[src/rtl/bir_pkg.sv]
// board interrupt routing: shared constants, register offsets and encodings
// assumes a single 50 MHz clock domain and an 8-bit plain register port
package bir_pkg;

  // register port geometry
  localparam int ADDR_W = 32;
  localparam int DATA_W = 8;

  // register byte addresses
  localparam logic [31:0] LOCAL_STAT_ADDR = 32'he800_0002;
  localparam logic [31:0] EVT_STAT_ADDR = 32'he800_0004;
  localparam logic [31:0] EVT_MASK_ADDR = 32'he800_0005;
  localparam logic [31:0] EXC_PEND_LO_ADDR = 32'he800_0008;
  localparam logic [31:0] EXC_PEND_HI_ADDR = 32'he800_0009;
  localparam logic [31:0] EXC_EN_LO_ADDR = 32'he800_000a;
  localparam logic [31:0] EXC_EN_HI_ADDR = 32'he800_000b;
  localparam logic [31:0] VEC_BASE_ADDR = 32'he800_000c;

  // values after reset
  localparam logic [7:0] EVT_MASK_RST = 8'h00;
  localparam logic [15:0] EXC_EN_RST = 16'h0000;
  localparam logic [7:0] VEC_BASE_RST = 8'h00;

  // external interrupt input positions
  localparam int NUM_EXT = 11;
  localparam int NUM_LINES = 4;
  localparam int EXT_BP_A = 0;
  localparam int EXT_ENUM = 4;
  localparam int EXT_UNUSED = 5;
  localparam int EXT_TEMP = 6;
  localparam int EXT_FAN0 = 7;
  localparam int EXT_FAN1 = 8;
  localparam int EXT_PGOOD = 9;
  localparam int EXT_LOCAL = 10;

  // board event status bit positions
  localparam int NUM_EVT = 8;
  localparam int EVT_LINE_A = 0;
  localparam int EVT_ENUM = 4;
  localparam int EVT_TEMP = 5;
  localparam int EVT_FAN = 6;
  localparam int EVT_PGOOD = 7;

  // vector offset index encodings
  localparam int NUM_VEC = 16;
  localparam logic [3:0] VEC_CRIT_IN = 4'h0;
  localparam logic [3:0] VEC_MCHK = 4'h1;
  localparam logic [3:0] VEC_EXT_IN = 4'h4;
  localparam logic [3:0] VEC_PROGRAM = 4'h6;
  localparam logic [3:0] VEC_DEC = 4'ha;
  localparam logic [3:0] VEC_FIT = 4'hb;
  localparam logic [3:0] VEC_WDOG = 4'hc;
  localparam logic [3:0] VEC_DTLB = 4'hd;
  localparam logic [3:0] VEC_ITLB = 4'he;
  localparam logic [3:0] VEC_DEBUG = 4'hf;

  // types 0,1,4,6,10,11,12,15 can be masked; the rest always fire
  localparam logic [15:0] MASKABLE_TYPES = 16'h9c53;
  // types 0,1,12,15 use the critical save pair
  localparam logic [15:0] CRIT_TYPES = 16'h9003;

  // machine state bits dropped on entry (disables further entries of the class)
  localparam logic [31:0] MSV_CLEAR_NC = 32'h0000_8000;
  localparam logic [31:0] MSV_CLEAR_CR = 32'h0002_8000;

  // handler address layout: low nibble of the base byte on top, index times 16 at the bottom
  localparam int VEC_SHIFT = 4;
  localparam logic [19:0] HANDLER_GAP = 20'h00000;

  typedef enum logic [0:0] {BIR_IDLE, BIR_REQ} bir_state_t;

endpackage

[src/rtl/bir_top.sv]
// board interrupt routing: source-to-input map, local line status, exception
// pending/masking and interrupt entry context save for the embedded core
// assumes all inputs synchronous to clk; register port answers reads next cycle
`timescale 1ns/1ps

module bir_top import bir_pkg::*; (
  // clock and reset
  input wire logic clk,
  input wire logic rst,
  // interrupt sources, all active low
  input wire logic [3:0] bp_int_n,
  input wire logic enum_n,
  input wire logic temp_alarm_n,
  input wire logic fan0_alarm_n,
  input wire logic fan1_alarm_n,
  input wire logic power_good_int_n,
  input wire logic [NUM_LINES-1:0] local_pci_int_lines_n,
  // external interrupt inputs of the core, active high
  output logic [NUM_EXT-1:0] ext_int_inputs_q,
  // other exception events of the core, one-cycle pulses
  input wire logic [NUM_VEC-1:0] exc_events,
  // interrupt entry handshake with the core
  input wire logic [31:0] core_msv,
  input wire logic [31:0] core_next_addr,
  input wire logic core_int_ack,
  output logic core_int_req,
  output logic [3:0] core_int_vector_q,
  output logic core_int_critical_q,
  // context produced at entry
  output logic [31:0] handler_addr_q,
  output logic [31:0] new_msv_q,
  output logic [31:0] nc_save_addr_q,
  output logic [31:0] nc_save_msv_q,
  output logic [31:0] cr_save_addr_q,
  output logic [31:0] cr_save_msv_q,
  // register port
  input wire logic [ADDR_W-1:0] reg_addr,
  input wire logic [DATA_W-1:0] reg_wdata,
  input wire logic reg_wr,
  input wire logic reg_rd,
  output logic [DATA_W-1:0] reg_rdata_q,
  // board interrupt
  output logic board_irq
);

  logic [NUM_EXT-1:0] ext_d;
  logic [NUM_LINES-1:0] local_pci_int_lines_level_q;
  logic [NUM_EVT-1:0] evt_raw, evt_prev_q, evt_rise, evt_stat_q, evt_mask_q, evt_clr;
  logic [NUM_VEC-1:0] exc_src, exc_pend_q, exc_en_q, exc_en_eff, exc_fire, exc_clr;
  logic [NUM_VEC-1:0] exc_sw_clr, exc_hw_clr;
  logic [7:0] vec_base_q;
  logic [3:0] sel_idx;
  logic sel_valid;
  logic ext_any;
  bir_state_t state_q;
  logic take;

  // source to input map, inverted to active high
  assign ext_d[EXT_BP_A +: 4] = ~bp_int_n;
  assign ext_d[EXT_ENUM] = ~enum_n;
  assign ext_d[EXT_UNUSED] = 1'b0;
  assign ext_d[EXT_TEMP] = ~temp_alarm_n;
  assign ext_d[EXT_FAN0] = ~fan0_alarm_n;
  assign ext_d[EXT_FAN1] = ~fan1_alarm_n;
  assign ext_d[EXT_PGOOD] = ~power_good_int_n;
  assign ext_d[EXT_LOCAL] = |(~local_pci_int_lines_n);

  // registered so the core sees glitch-free levels
  always_ff @(posedge clk or posedge rst) begin
    if (rst) begin
      ext_int_inputs_q <= '0;
      local_pci_int_lines_level_q <= '0;
    end else begin
      ext_int_inputs_q <= ext_d;
      local_pci_int_lines_level_q <= ~local_pci_int_lines_n;
    end
  end

  // write and read decodes
  logic wr_evt_stat, wr_evt_mask, wr_pend_lo, wr_pend_hi, wr_en_lo, wr_en_hi, wr_vec;
  assign wr_evt_stat = reg_wr && (reg_addr == EVT_STAT_ADDR);
  assign wr_evt_mask = reg_wr && (reg_addr == EVT_MASK_ADDR);
  assign wr_pend_lo = reg_wr && (reg_addr == EXC_PEND_LO_ADDR);
  assign wr_pend_hi = reg_wr && (reg_addr == EXC_PEND_HI_ADDR);
  assign wr_en_lo = reg_wr && (reg_addr == EXC_EN_LO_ADDR);
  assign wr_en_hi = reg_wr && (reg_addr == EXC_EN_HI_ADDR);
  assign wr_vec = reg_wr && (reg_addr == VEC_BASE_ADDR);

  // read mux; a write to the local status address matches nothing above
  logic [DATA_W-1:0] rd_mux;
  assign rd_mux =
    (reg_addr == LOCAL_STAT_ADDR) ? {4'h0, local_pci_int_lines_level_q} :
    (reg_addr == EVT_STAT_ADDR) ? evt_stat_q :
    (reg_addr == EVT_MASK_ADDR) ? evt_mask_q :
    (reg_addr == EXC_PEND_LO_ADDR) ? exc_pend_q[7:0] :
    (reg_addr == EXC_PEND_HI_ADDR) ? exc_pend_q[15:8] :
    (reg_addr == EXC_EN_LO_ADDR) ? exc_en_q[7:0] :
    (reg_addr == EXC_EN_HI_ADDR) ? exc_en_q[15:8] :
    (reg_addr == VEC_BASE_ADDR) ? vec_base_q : 8'h00;

  // read data valid only in the cycle after the strobe
  always_ff @(posedge clk or posedge rst) begin
    if (rst) begin
      reg_rdata_q <= 8'h00;
    end else begin
      reg_rdata_q <= reg_rd ? rd_mux : 8'h00;
    end
  end

  // software-written controls
  always_ff @(posedge clk or posedge rst) begin
    if (rst) begin
      evt_mask_q <= EVT_MASK_RST;
      exc_en_q <= EXC_EN_RST;
      vec_base_q <= VEC_BASE_RST;
    end else begin
      if (wr_evt_mask) begin
        evt_mask_q <= reg_wdata;
      end
      if (wr_en_lo) begin
        exc_en_q[7:0] <= reg_wdata;
      end
      if (wr_en_hi) begin
        exc_en_q[15:8] <= reg_wdata;
      end
      if (wr_vec) begin
        vec_base_q <= reg_wdata;
      end
    end
  end

  // board events: rising edges of lines and alarms
  assign evt_raw = {ext_d[EXT_PGOOD], ext_d[EXT_FAN0] | ext_d[EXT_FAN1], ext_d[EXT_TEMP],
                    ext_d[EXT_ENUM], ~local_pci_int_lines_n};
  assign evt_rise = evt_raw & ~evt_prev_q;
  assign evt_clr = wr_evt_stat ? reg_wdata : 8'h00;
  assign board_irq = |(evt_stat_q & evt_mask_q);

  // exception sources; any routed external level feeds the external type
  assign ext_any = |ext_int_inputs_q;
  assign exc_src = exc_events | ({{(NUM_VEC-1){1'b0}}, ext_any} << VEC_EXT_IN);
  // non-maskable types count as always enabled
  assign exc_en_eff = exc_en_q | ~MASKABLE_TYPES;
  assign exc_fire = exc_pend_q & exc_en_eff;
  assign exc_sw_clr = {wr_pend_hi ? reg_wdata : 8'h00, wr_pend_lo ? reg_wdata : 8'h00};
  assign exc_hw_clr = take ? (16'h0001 << core_int_vector_q) : 16'h0000;
  assign exc_clr = exc_sw_clr | exc_hw_clr;

  // per-bit sticky flags; a set in the clearing cycle wins
  genvar gi;
  generate
    for (gi = 0; gi < NUM_VEC; gi++) begin : g_flag
      always_ff @(posedge clk or posedge rst) begin
        if (rst) begin
          exc_pend_q[gi] <= 1'b0;
        end else if (exc_src[gi]) begin
          exc_pend_q[gi] <= 1'b1;
        end else if (exc_clr[gi]) begin
          exc_pend_q[gi] <= 1'b0;
        end
      end
      if (gi < NUM_EVT) begin : g_evt
        always_ff @(posedge clk or posedge rst) begin
          if (rst) begin
            evt_stat_q[gi] <= 1'b0;
            evt_prev_q[gi] <= 1'b0;
          end else begin
            evt_prev_q[gi] <= evt_raw[gi];
            if (evt_rise[gi]) begin
              evt_stat_q[gi] <= 1'b1;
            end else if (evt_clr[gi]) begin
              evt_stat_q[gi] <= 1'b0;
            end
          end
        end
      end
    end
  endgenerate

  // priority: critical types first, then lowest index
  always_comb begin
    sel_idx = 4'h0;
    sel_valid = 1'b0;
    for (int i = NUM_VEC - 1; i >= 0; i--) begin
      if (exc_fire[i] && !CRIT_TYPES[i]) begin
        sel_idx = 4'(i);
        sel_valid = 1'b1;
      end
    end
    for (int i = NUM_VEC - 1; i >= 0; i--) begin
      if (exc_fire[i] && CRIT_TYPES[i]) begin
        sel_idx = 4'(i);
        sel_valid = 1'b1;
      end
    end
  end

  assign core_int_req = (state_q == BIR_REQ);
  assign take = core_int_req && core_int_ack;

  // entry sequencer; vector held steady while the core decides
  always_ff @(posedge clk or posedge rst) begin
    if (rst) begin
      state_q <= BIR_IDLE;
      core_int_vector_q <= 4'h0;
      core_int_critical_q <= 1'b0;
    end else begin
      case (state_q)
        BIR_IDLE: begin
          if (sel_valid) begin
            state_q <= BIR_REQ;
            core_int_vector_q <= sel_idx;
            core_int_critical_q <= CRIT_TYPES[sel_idx];
          end
        end
        BIR_REQ: begin
          // withdraw when software cleared or masked the type meanwhile
          if (take || !exc_fire[core_int_vector_q]) begin
            state_q <= BIR_IDLE;
          end
        end
        default: begin
          state_q <= BIR_IDLE;
        end
      endcase
    end
  end

  // context save: separate pairs so a critical entry keeps the other intact
  always_ff @(posedge clk or posedge rst) begin
    if (rst) begin
      handler_addr_q <= 32'h0000_0000;
      new_msv_q <= 32'h0000_0000;
      nc_save_addr_q <= 32'h0000_0000;
      nc_save_msv_q <= 32'h0000_0000;
      cr_save_addr_q <= 32'h0000_0000;
      cr_save_msv_q <= 32'h0000_0000;
    end else if (take) begin
      handler_addr_q <= {vec_base_q, HANDLER_GAP, core_int_vector_q} << VEC_SHIFT;
      if (core_int_critical_q) begin
        cr_save_addr_q <= core_next_addr;
        cr_save_msv_q <= core_msv;
        new_msv_q <= core_msv & ~MSV_CLEAR_CR;
      end else begin
        nc_save_addr_q <= core_next_addr;
        nc_save_msv_q <= core_msv;
        new_msv_q <= core_msv & ~MSV_CLEAR_NC;
      end
    end
  end
endmodule

[config.mk]
export PLATFORM = sky130hd
export DESIGN_NAME = bir_top
export DESIGN_NICKNAME = d
export VERILOG_FILES = /design/src/rtl/bir_pkg.sv /design/src/rtl/bir_top.sv
export SDC_FILE = /design/constraint.sdc
export NUM_CORES = 1
export LEC_CHECK = 0
export BUFFER_PORTS_ARGS = -buffer_cell sky130_fd_sc_hd__buf_2
export CORE_AREA = 8 8 155 157
export CTS_BUF_LIST = sky130_fd_sc_hd__clkbuf_4
export CTS_CLUSTER_DIAMETER = 80
export DETAILED_ROUTE_END_ITERATION = 6
export DIE_AREA = 0 0 163 165
export GPL_TIMING_DRIVEN = 0
export PLACE_DENSITY = 0.79
export SKIP_CTS_REPAIR_TIMING = 1
export SLEW_MARGIN = 20
export SYNTH_ARGS = -nofsm -noshare
export SYNTH_HDL_FRONTEND = slang
export SYNTH_SLANG_ARGS = --single-unit
export TNS_END_PERCENT = 50
[constraint.sdc]
create_clock -name clk -period 9.03 [get_ports clk]
set_clock_uncertainty 0.15 [all_clocks]
set_input_delay 0.4515 -clock clk [delete_from_list [all_inputs] [get_ports clk]]
set_output_delay 0.4515 -clock clk [all_outputs]
set_load 0.02 [all_outputs]
==> results_tabular.tex, run 1 <==
\begin{tabular}{lr}
\hline
Metric & Value \\
\hline
\multicolumn{2}{l}{\textbf{Run status}} \\
\quad Status & complete, but fails checks \\
\quad Violations in the final reports & DRC \\
\multicolumn{2}{l}{\textbf{Placed design}} \\
\quad Weighted congestion at the end of routability-driven global placement & between 0.9 and 1 \\
\quad Half-perimeter wire length after detailed placement & 25230 um \\
\quad Number of buffers added on ports & between 300 and 400 \\
\quad Dpl cells & around 1600 \\
\multicolumn{2}{l}{\textbf{Final layout}} \\
\quad Combined area of the multi-input logic cells & around 0.0041 sq mm \\
\quad Commonest non-fill, non-tap cells in the layout & sky130\_fd\_sc\_hd\_\_buf\_2 (331), sky130\_fd\_sc\_hd\_\_dfrtp\_1 (252), sky130\_fd\_sc\_hd\_\_nand2\_1 (216) \\
\quad Post-layout net count & around 1600 \\
\quad Number of non-filler instances in the completed layout & 1778 \\
\quad Fill cells & 1581 \\
\quad Area of all sequential standard cells & 0.006306 sq mm \\
\quad Fraction of layout instances using a drive strength above 1 & between 40\% and 50\% \\
\quad Commonest non-fill, non-tap cell in the layout & sky130\_fd\_sc\_hd\_\_buf\_2 \\
\quad Area added between synthesis and finish & 37.18\% \\
\multicolumn{2}{l}{\textbf{Detailed routing}} \\
\quad Vias & about 9500 \\
\quad Post-detailed-route wirelength per cell & 20.58 um \\
\quad Number of violations reported at the end of detailed-routing iteration 0 & between 700 and 800 \\
\quad Final antenna-violating net count & 0 \\
\quad \# DRC & 1 \\
\quad Via count normalized by instance count & approximately 5.3 \\
\quad Number of search-and-repair iterations in the first detailed-routing pass & 7 \\
\quad Sum of routed wire length over all layers & 36600 um \\
\multicolumn{2}{l}{\textbf{Power and ir drop}} \\
\quad P\_int & 2.640 mW \\
\quad Pwr dens & a little under 300 mW/mm\^{}2 \\
\quad Leak pwr & roughly 7.5 nW \\
\quad Total net switching power & approximately 1.8 mW \\
\quad Relative contribution of combinational cells to total power & approximately two fifths \\
\quad Sw Share & approximately two fifths \\
\quad Portion of total power attributed to the clock network & 22.7\% \\
\quad Total power after layout & 4.429 mW \\
\quad Sequential Power Share & roughly 39\% \\
\quad Largest voltage drop on the vdd net & 0.2909 mV \\
\multicolumn{2}{l}{\textbf{Clocking}} \\
\quad Clock tree from TritonCTS & done \\
\quad Root buf cell & sky130\_fd\_sc\_hd\_\_clkbuf\_4 \\
\quad Level count of the clock H-tree & 3 \\
\quad Post-CTS clock slew at the launch and capture registers of the worst setup and hold paths & approximately 0.060 ns \\
\quad Number of buffers on the longest clock path & 3 \\
\quad Clock insertion delay at the later pin of the skew report & 0.66 ns \\
\quad Clk sinks & between 200 and 300 \\
\quad Clock buffer count from CTS & 67 \\
\multicolumn{2}{l}{\textbf{STA}} \\
\quad Number of max-slew violations in the final report & 0 \\
\quad Crit share post-route & 27.01\% \\
\quad Fmax & between 400 and 500 MHz \\
\quad Final worst path period need & 2.439 ns \\
\quad RSZ-0062 raised after global routing & false \\
\quad Worst rel slew slack & $\sim$49\% \\
\quad Pin slew with the least headroom to its limit & about 0.76 ns \\
\quad Final Hold Fails & 0 \\
\quad Setup-failing EPs final & 0 \\
\multicolumn{2}{l}{\textbf{GRT}} \\
\quad Leftover overflow at the end of global routing & 0 \\
\quad Maximum number of pins on one net before global-route repair & 99 \\
\quad Vias in the first global route & 9351 \\
\quad Total global-route track usage & around a quarter \\
\quad Wire length of the first global-routing pass & around 51000 um \\
\quad Initial antenna violation count & 3 \\
\multicolumn{2}{l}{\textbf{Min path}} \\
\quad Cell depth of the worst hold path & 4 \\
\quad Hold crit path type & input pin to flip-flop \\
\quad Hold path endpoint & reg\_rdata\_q[7] \\
\quad Worst Min Path Start & reg\_addr[3] \\
\multicolumn{2}{l}{\textbf{Worst setup path}} \\
\quad Critical Path Fanout Max & 10 \\
\quad Worst flop-to-flop path endpoint & nc\_save\_msv\_q[30] \\
\quad Reg2reg start & core\_int\_req \\
\quad CP arrival & 2.85 ns \\
\quad Logic depth of the worst register-to-register path & 6 \\
\quad Element type at the critical path start & flip-flop \\
\quad Reg-to-reg slack, setup & 6.59 ns \\
\quad Capturing element type of the critical path & flip-flop \\
\quad Required time of the critical path & approximately 9.4 ns \\
\quad Kind of critical path & flip-flop to flip-flop \\
\multicolumn{2}{l}{\textbf{Floorplan}} \\
\quad Width of the die & roughly 160 um \\
\quad Site Rows & between 50 and 60 \\
\quad Core outline area & approximately 0.021 sq mm \\
\quad DIE AREA & 0.02690 sq mm \\
\quad Initial cell density of the core & roughly half \\
\quad Die boundary height & 165 um \\
\quad Io pins & between 300 and 400 \\
\multicolumn{2}{l}{\textbf{Logic synthesis}} \\
\quad Netlist area before placement & 0.01085 sq mm \\
\quad Count of synthesis-stage warnings from yosys & 0 \\
\quad Synthesized area per cell & $\sim$12 sq um \\
\quad Sequential element share of the synthesized area & 58.12\% \\
\quad Number of different library cells in the post-synthesis netlist & 62 \\
\quad Synthesized instance count & just over 900 \\
\quad Dominant synthesized flop cell & sky130\_fd\_sc\_hd\_\_dfrtp\_1 \\
\quad Number of enable flip-flop cells after synthesis & 0 \\
\quad Yosys reg bits & about 250 \\
\quad Share of flip-flops with an asynchronous set or reset after synthesis & 100.0\% \\
\multicolumn{2}{l}{\textbf{Run}} \\
\quad Max-cap viol count & 0 \\
\hline
\end{tabular}
cells by family (layout without fill, tap and decap cells):
logic type / count (synthesis) / in the layout / share of synthesized area, %
compound gates: 117 / 117 / 7.139
mux: 145 / 145 / 15.88
other cells: 1 / 30 / 0.03456
simple gates: 320 / 320 / 14.15
flops: 252 / 252 / 58.12
buf+inv: 89 / 634 / 4.671
per-stage QoR:
step           util, %  instance area, sq um  setup TNS, ns  setup WS, ns  hold WS (ns)
4_1_cts          64.33                 13820              0         6.555       -0.2830
2_1_floorplan        -                 10940              0         1.500        0.2692
5_1_grt          69.26                 14880              0         6.388       0.08616
3_5_place_dp     60.52                 13000              0         6.373        0.3011
6_report         69.27                 14880              0         6.591        0.1369
3_3_place_gp     60.23                 12940        -267.15        -1.074        0.2821
per-layer routing:
layer  track usage (%)  vias to the layer above  share of wire (%)
li1                  -                     4237                  -
met1             28.04                     4594                 37
met2             40.19                      585                 50
met3             10.69                       89                 11
met4             7.715                        0                2.6
met5                 0                        -                  0
registers in the layout, summed over array words and instances (netlist names):
signal	flops
evt_mask_q	8
cr_save_addr_q	32
local_pci_int_lines_level_q	3
core_int_critical_q	1
nc_save_addr_q	32
exc_en_q	16
handler_addr_q	8
vec_base_q	8
evt_prev_q	2
cr_save_msv_q	32
ext_int_inputs_q	10
exc_pend_q	16
reg_rdata_q	8
core_int_req	1
core_int_vector_q	4
nc_save_msv_q	32
new_msv_q	31
evt_stat_q	8
cell type report:
| cell class | instances | share of cell area (%) |
|---|---|---|
| Antenna cell | 4 | 0.06726 |
| Inverter | 19 | 0.5296 |
| Sequential cell | 252 | 42.37 |
| Tap cell | 280 | 2.354 |
| Timing Repair Buffer | 436 | 18.50 |
| Buffer | 70 | 2.926 |
| Multi-Input combinational cell | 608 | 27.75 |
| Clock buffer | 92 | 4.641 |
| Clock inverter | 17 | 0.8659 |
worst max-delay path, cell delays in order, from the launching register on:
cell,delay (ns)
sky130_fd_sc_hd__dfrtp_1,0.34
sky130_fd_sc_hd__clkbuf_1,0.19
sky130_fd_sc_hd__nand2_1,0.26
sky130_fd_sc_hd__nor2_1,0.65
sky130_fd_sc_hd__clkbuf_1,0.53
sky130_fd_sc_hd__nand2_1,0.15
sky130_fd_sc_hd__nand2_1,0.09
cell usage after synthesis, types with 5 or more instances:
| cell | instances | area (sq um) |
|---|---|---|
| sky130_fd_sc_hd__nand3_1 | 18 | 90.09 |
| sky130_fd_sc_hd__nand2_1 | 216 | 810.8 |
| sky130_fd_sc_hd__or2_1 | 15 | 93.84 |
| sky130_fd_sc_hd__clkbuf_1 | 28 | 105.1 |
| sky130_fd_sc_hd__a21oi_1 | 33 | 165.2 |
| sky130_fd_sc_hd__dfrtp_1 | 252 | 6306 |
| sky130_fd_sc_hd__nor2_1 | 16 | 60.06 |
| sky130_fd_sc_hd__o21ai_0 | 25 | 125.1 |
| sky130_fd_sc_hd__and3_1 | 6 | 37.54 |
| sky130_fd_sc_hd__a22oi_1 | 13 | 97.59 |
| sky130_fd_sc_hd__nor3_1 | 5 | 25.02 |
| sky130_fd_sc_hd__mux2_2 | 119 | 1340 |
| sky130_fd_sc_hd__inv_1 | 19 | 71.32 |
| sky130_fd_sc_hd__mux2_4 | 16 | 240.2 |
| sky130_fd_sc_hd__buf_4 | 33 | 247.7 |
| sky130_fd_sc_hd__a221oi_1 | 5 | 43.79 |
| sky130_fd_sc_hd__o2bb2ai_1 | 7 | 61.31 |
power by group through the flow:
stage | clock, mW | sequential (mW) | combinational (mW)
6_report | 1.01 | 1.71 | 1.71
5_1_grt | 1.10 | 1.74 | 1.83
4_1_cts | 1.02 | 1.69 | 1.66
3_5_place_dp | 0 | 1.70 | 1.66
3_3_place_gp | 0 | 1.68 | 1.62
2_1_floorplan | 0 | 2.14 | 0.541
worst max path at each step:
stage                  from                  end  slack [ns]  depth (start not counted)
2_1_floorplan           rst  core_int_critical_q        1.50                          1
3_3_place_gp            rst  ext_int_inputs_q[3]       -1.07                          2
3_5_place_dp   reg_addr[15]        exc_pend_q[4]        6.37                          8
4_1_cts        core_int_req    nc_save_msv_q[30]        6.56                          6
5_1_grt        core_int_req    nc_save_msv_q[27]        6.39                          6
6_report       core_int_req    nc_save_msv_q[30]        6.59                          6
(Power assumes the default switching activity.)
==> run 2: changes to the inputs <==
==> constraint.sdc (replaced) <==
create_clock -name clk -period 2.5 [get_ports clk]
set_clock_uncertainty 0.15 [all_clocks]
set_input_delay 0.125 -clock clk [delete_from_list [all_inputs] [get_ports clk]]
set_output_delay 0.125 -clock clk [all_outputs]
set_load 0.02 [all_outputs]
==> results_tabular.tex, run 2 (synthesis gave the netlist of run 1 again) <==
\begin{tabular}{lr}
\hline
Metric & Value \\
\hline
\multicolumn{2}{l}{\textbf{Final layout}} \\
\quad Area added between synthesis and finish & 42.28\% \\
\quad Post-layout net count & between 1500 and 2000 \\
\quad Fraction of layout instances using a drive strength above 1 & between 40\% and 50\% \\
\quad Final core utilization & between 70\% and 80\% \\
\quad Commonest non-fill, non-tap cell in the layout & sky130\_fd\_sc\_hd\_\_buf\_2 \\
\quad Area of all sequential standard cells & about 0.0063 sq mm \\
\quad Commonest non-fill, non-tap cells in the layout & sky130\_fd\_sc\_hd\_\_buf\_2 (331), sky130\_fd\_sc\_hd\_\_dfrtp\_1 (252), sky130\_fd\_sc\_hd\_\_nand2\_1 (216) \\
\quad Fill cells & roughly 1400 \\
\quad Combined area of the multi-input logic cells & 0.004133 sq mm \\
\multicolumn{2}{l}{\textbf{STA}} \\
\quad Setup-failing EPs final & 0 \\
\quad Final Hold Fails & 2 \\
\quad Post-route worst hold slack & -0.01787 ns \\
\quad Worst rel slew slack & 51.24\% \\
\quad Number of max-slew violations in the final report & 0 \\
\quad Pin slew with the least headroom to its limit & between 0.7 and 0.8 ns \\
\quad Crit share post-route & 97.01\% \\
\quad Fmax & a little over 400 MHz \\
\quad Setup TNS after final layout & 0 ns \\
\quad Final worst path period need & $\sim$2.4 ns \\
\quad Final worst slack & about 0.075 ns \\
\multicolumn{2}{l}{\textbf{Worst setup path}} \\
\quad Worst setup path startpoint & reg\_addr[2] \\
\quad Required time of the critical path & 2.87 ns \\
\quad Element type at the critical path start & input pin \\
\quad Reg2reg start & core\_int\_req \\
\quad Reg-to-reg slack, setup & approximately 0.10 ns \\
\quad Worst flop-to-flop path endpoint & exc\_pend\_q[6] \\
\quad Cell occurring most often along the worst timing path & sky130\_fd\_sc\_hd\_\_dlygate4sd3\_1 \\
\quad CP arrival & between 2 and 3 ns \\
\quad Slowest cell on the critical path & sky130\_fd\_sc\_hd\_\_dlygate4sd3\_1 \\
\quad Family of cells with the greatest summed delay on the critical path & buffers and inverters \\
\quad Logic depth of the worst register-to-register path & 8 \\
\quad Capturing element type of the critical path & flip-flop \\
\quad Critical Path Fanout Max & 9 \\
\quad Critical-path cell list & dlygate4sd3\_1 -> buf\_2 -> nor2b\_1 -> nor3b\_4 -> and3\_1 -> buf\_4 -> a21oi\_1 -> or2\_1 -> dlygate4sd3\_1 \\
\quad Kind of critical path & input pin to flip-flop \\
\quad Buf+Inv Stages, Crit Path & 4 \\
\quad Highest cell delay on the worst timing path & 0.56 ns \\
\multicolumn{2}{l}{\textbf{Clocking}} \\
\quad Root buf cell & sky130\_fd\_sc\_hd\_\_clkbuf\_4 \\
\quad Post-CTS clock slew at the launch and capture registers of the worst setup and hold paths & 0.07 ns \\
\quad Level count of the clock H-tree & 3 \\
\quad Number of buffers on the longest clock path & 3 \\
\quad Clock insertion delay at the later pin of the skew report & $\sim$0.67 ns \\
\quad Clock tree from TritonCTS & done \\
\quad Clock buffer count from CTS & 70 \\
\quad Clk sinks & between 200 and 300 \\
\multicolumn{2}{l}{\textbf{Power and ir drop}} \\
\quad Relative contribution of combinational cells to total power & 38.3\% \\
\quad Pwr dens & around 1100 mW/mm\^{}2 \\
\quad Total net switching power & between 6 and 7 mW \\
\quad Portion of total power attributed to the clock network & between 20\% and 30\% \\
\quad Largest voltage drop on the vdd net & between 0.8 and 0.9 mV \\
\quad Sw Share & between 40\% and 50\% \\
\quad P\_int & between 9 and 10 mW \\
\quad Sequential Power Share & between 30\% and 40\% \\
\quad Leak pwr & $\sim$7.7 nW \\
\multicolumn{2}{l}{\textbf{Run status}} \\
\quad Violations in the final reports & hold timing \\
\quad Status & complete, but fails checks \\
\multicolumn{2}{l}{\textbf{Detailed routing}} \\
\quad Number of search-and-repair iterations in the first detailed-routing pass & 6 \\
\quad Sum of routed wire length over all layers & approximately 37000 um \\
\quad Number of violations reported at the end of detailed-routing iteration 0 & 769 \\
\quad Via count normalized by instance count & 5.329 \\
\quad Vias & 9762 \\
\quad Final antenna-violating net count & 0 \\
\quad Post-detailed-route wirelength per cell & around 20 um \\
\quad \# DRC & 0 \\
\multicolumn{2}{l}{\textbf{GRT}} \\
\quad Vias in the first global route & 9388 \\
\quad Leftover overflow at the end of global routing & 0 \\
\quad Wire length of the first global-routing pass & about 50000 um \\
\quad Initial antenna violation count & 4 \\
\quad Total global-route track usage & approximately a quarter \\
\quad Maximum number of pins on one net before global-route repair & 33 \\
\multicolumn{2}{l}{\textbf{Floorplan}} \\
\quad Io pins & between 300 and 400 \\
\quad Initial cell density of the core & between 50\% and 60\% \\
\quad Die boundary height & between 150 and 200 um \\
\quad Width of the die & between 150 and 200 um \\
\quad Core outline area & approximately 0.021 sq mm \\
\quad DIE AREA & between 0.02 and 0.03 sq mm \\
\quad Site Rows & 54 \\
\multicolumn{2}{l}{\textbf{Placed design}} \\
\quad Number of buffers added on ports & 329 \\
\quad Placement Setup Slack & 0.1296 ns \\
\quad Half-perimeter wire length after detailed placement & about 26000 um \\
\quad Weighted congestion at the end of routability-driven global placement & about 0.90 \\
\multicolumn{2}{l}{\textbf{Min path}} \\
\quad Worst Min Path Start & reg\_addr[6] \\
\quad Hold path endpoint & exc\_en\_q[1] \\
\quad Cell depth of the worst hold path & 6 \\
\quad Hold crit path type & input pin to flip-flop \\
\multicolumn{2}{l}{\textbf{Run}} \\
\quad Max-cap viol count & 0 \\
\hline
\end{tabular}
-- run 2: worst reg2reg max path: cells and delay by family, from the launching register on --
family,cells,cell delay (ns)
buf+inv,2,0.77
simple gates,4,0.78
compound gates,2,0.26
flops,1,0.35
-- run 2: worst max-delay path by stage --
| stage | end | slack [ns] | cells past startpoint |
|---|---|---|---|
| after floorplan | core_int_critical_q | -1.09 | 1 |
| after global placement | cr_save_msv_q[19] | -2.50 | 2 |
| after detailed placement | nc_save_msv_q[30] | 0.13 | 6 |
| after CTS | nc_save_msv_q[30] | 0.15 | 6 |
| after global routing | exc_pend_q[8] | -0.008 | 6 |
| final | exc_pend_q[9] | 0.07 | 9 |
-- run 2: per-layer routing --
layer,global-route usage [%],vias up,routed length (um)
li1,-,4324,-
met1,28.35,4711,13560
met2,39.29,598,18130
met3,9.197,129,3597
met4,11.68,0,1617
met5,0,-,0
-- run 2: power groups by stage --
stage / clock [mW] / combinational, mW / sequential (mW)
final: 3.87 / 6.21 / 6.15
after floorplan: 0 / 1.95 / 7.75
after global placement: 0 / 5.84 / 6.05
after detailed placement: 0 / 6.02 / 6.12
after global routing: 4.15 / 6.62 / 6.30
after CTS: 3.90 / 6.03 / 6.08
-- run 2: metrics by stage --
stage	cells	total power [mW]	area, sq um
after global routing	1831	17.07	15430
after detailed placement	1567	12.14	13150
after floorplan	949	9.699	10950
after CTS	1690	16.01	14050
final	1832	16.23	15440
after global placement	1558	11.90	12940
-- run 2: cell type report --
| class | instances | area share, % |
|---|---|---|
| sequential | 252 | 40.85 |
| multi-input combinational | 608 | 26.77 |
| timing repair buffer | 475 | 20.86 |
| clock buffer | 97 | 4.717 |
| buffer | 70 | 2.821 |
| tap | 280 | 2.270 |
| clock inverter | 26 | 1.135 |
| inverter | 19 | 0.4863 |
| antenna | 5 | 0.08106 |
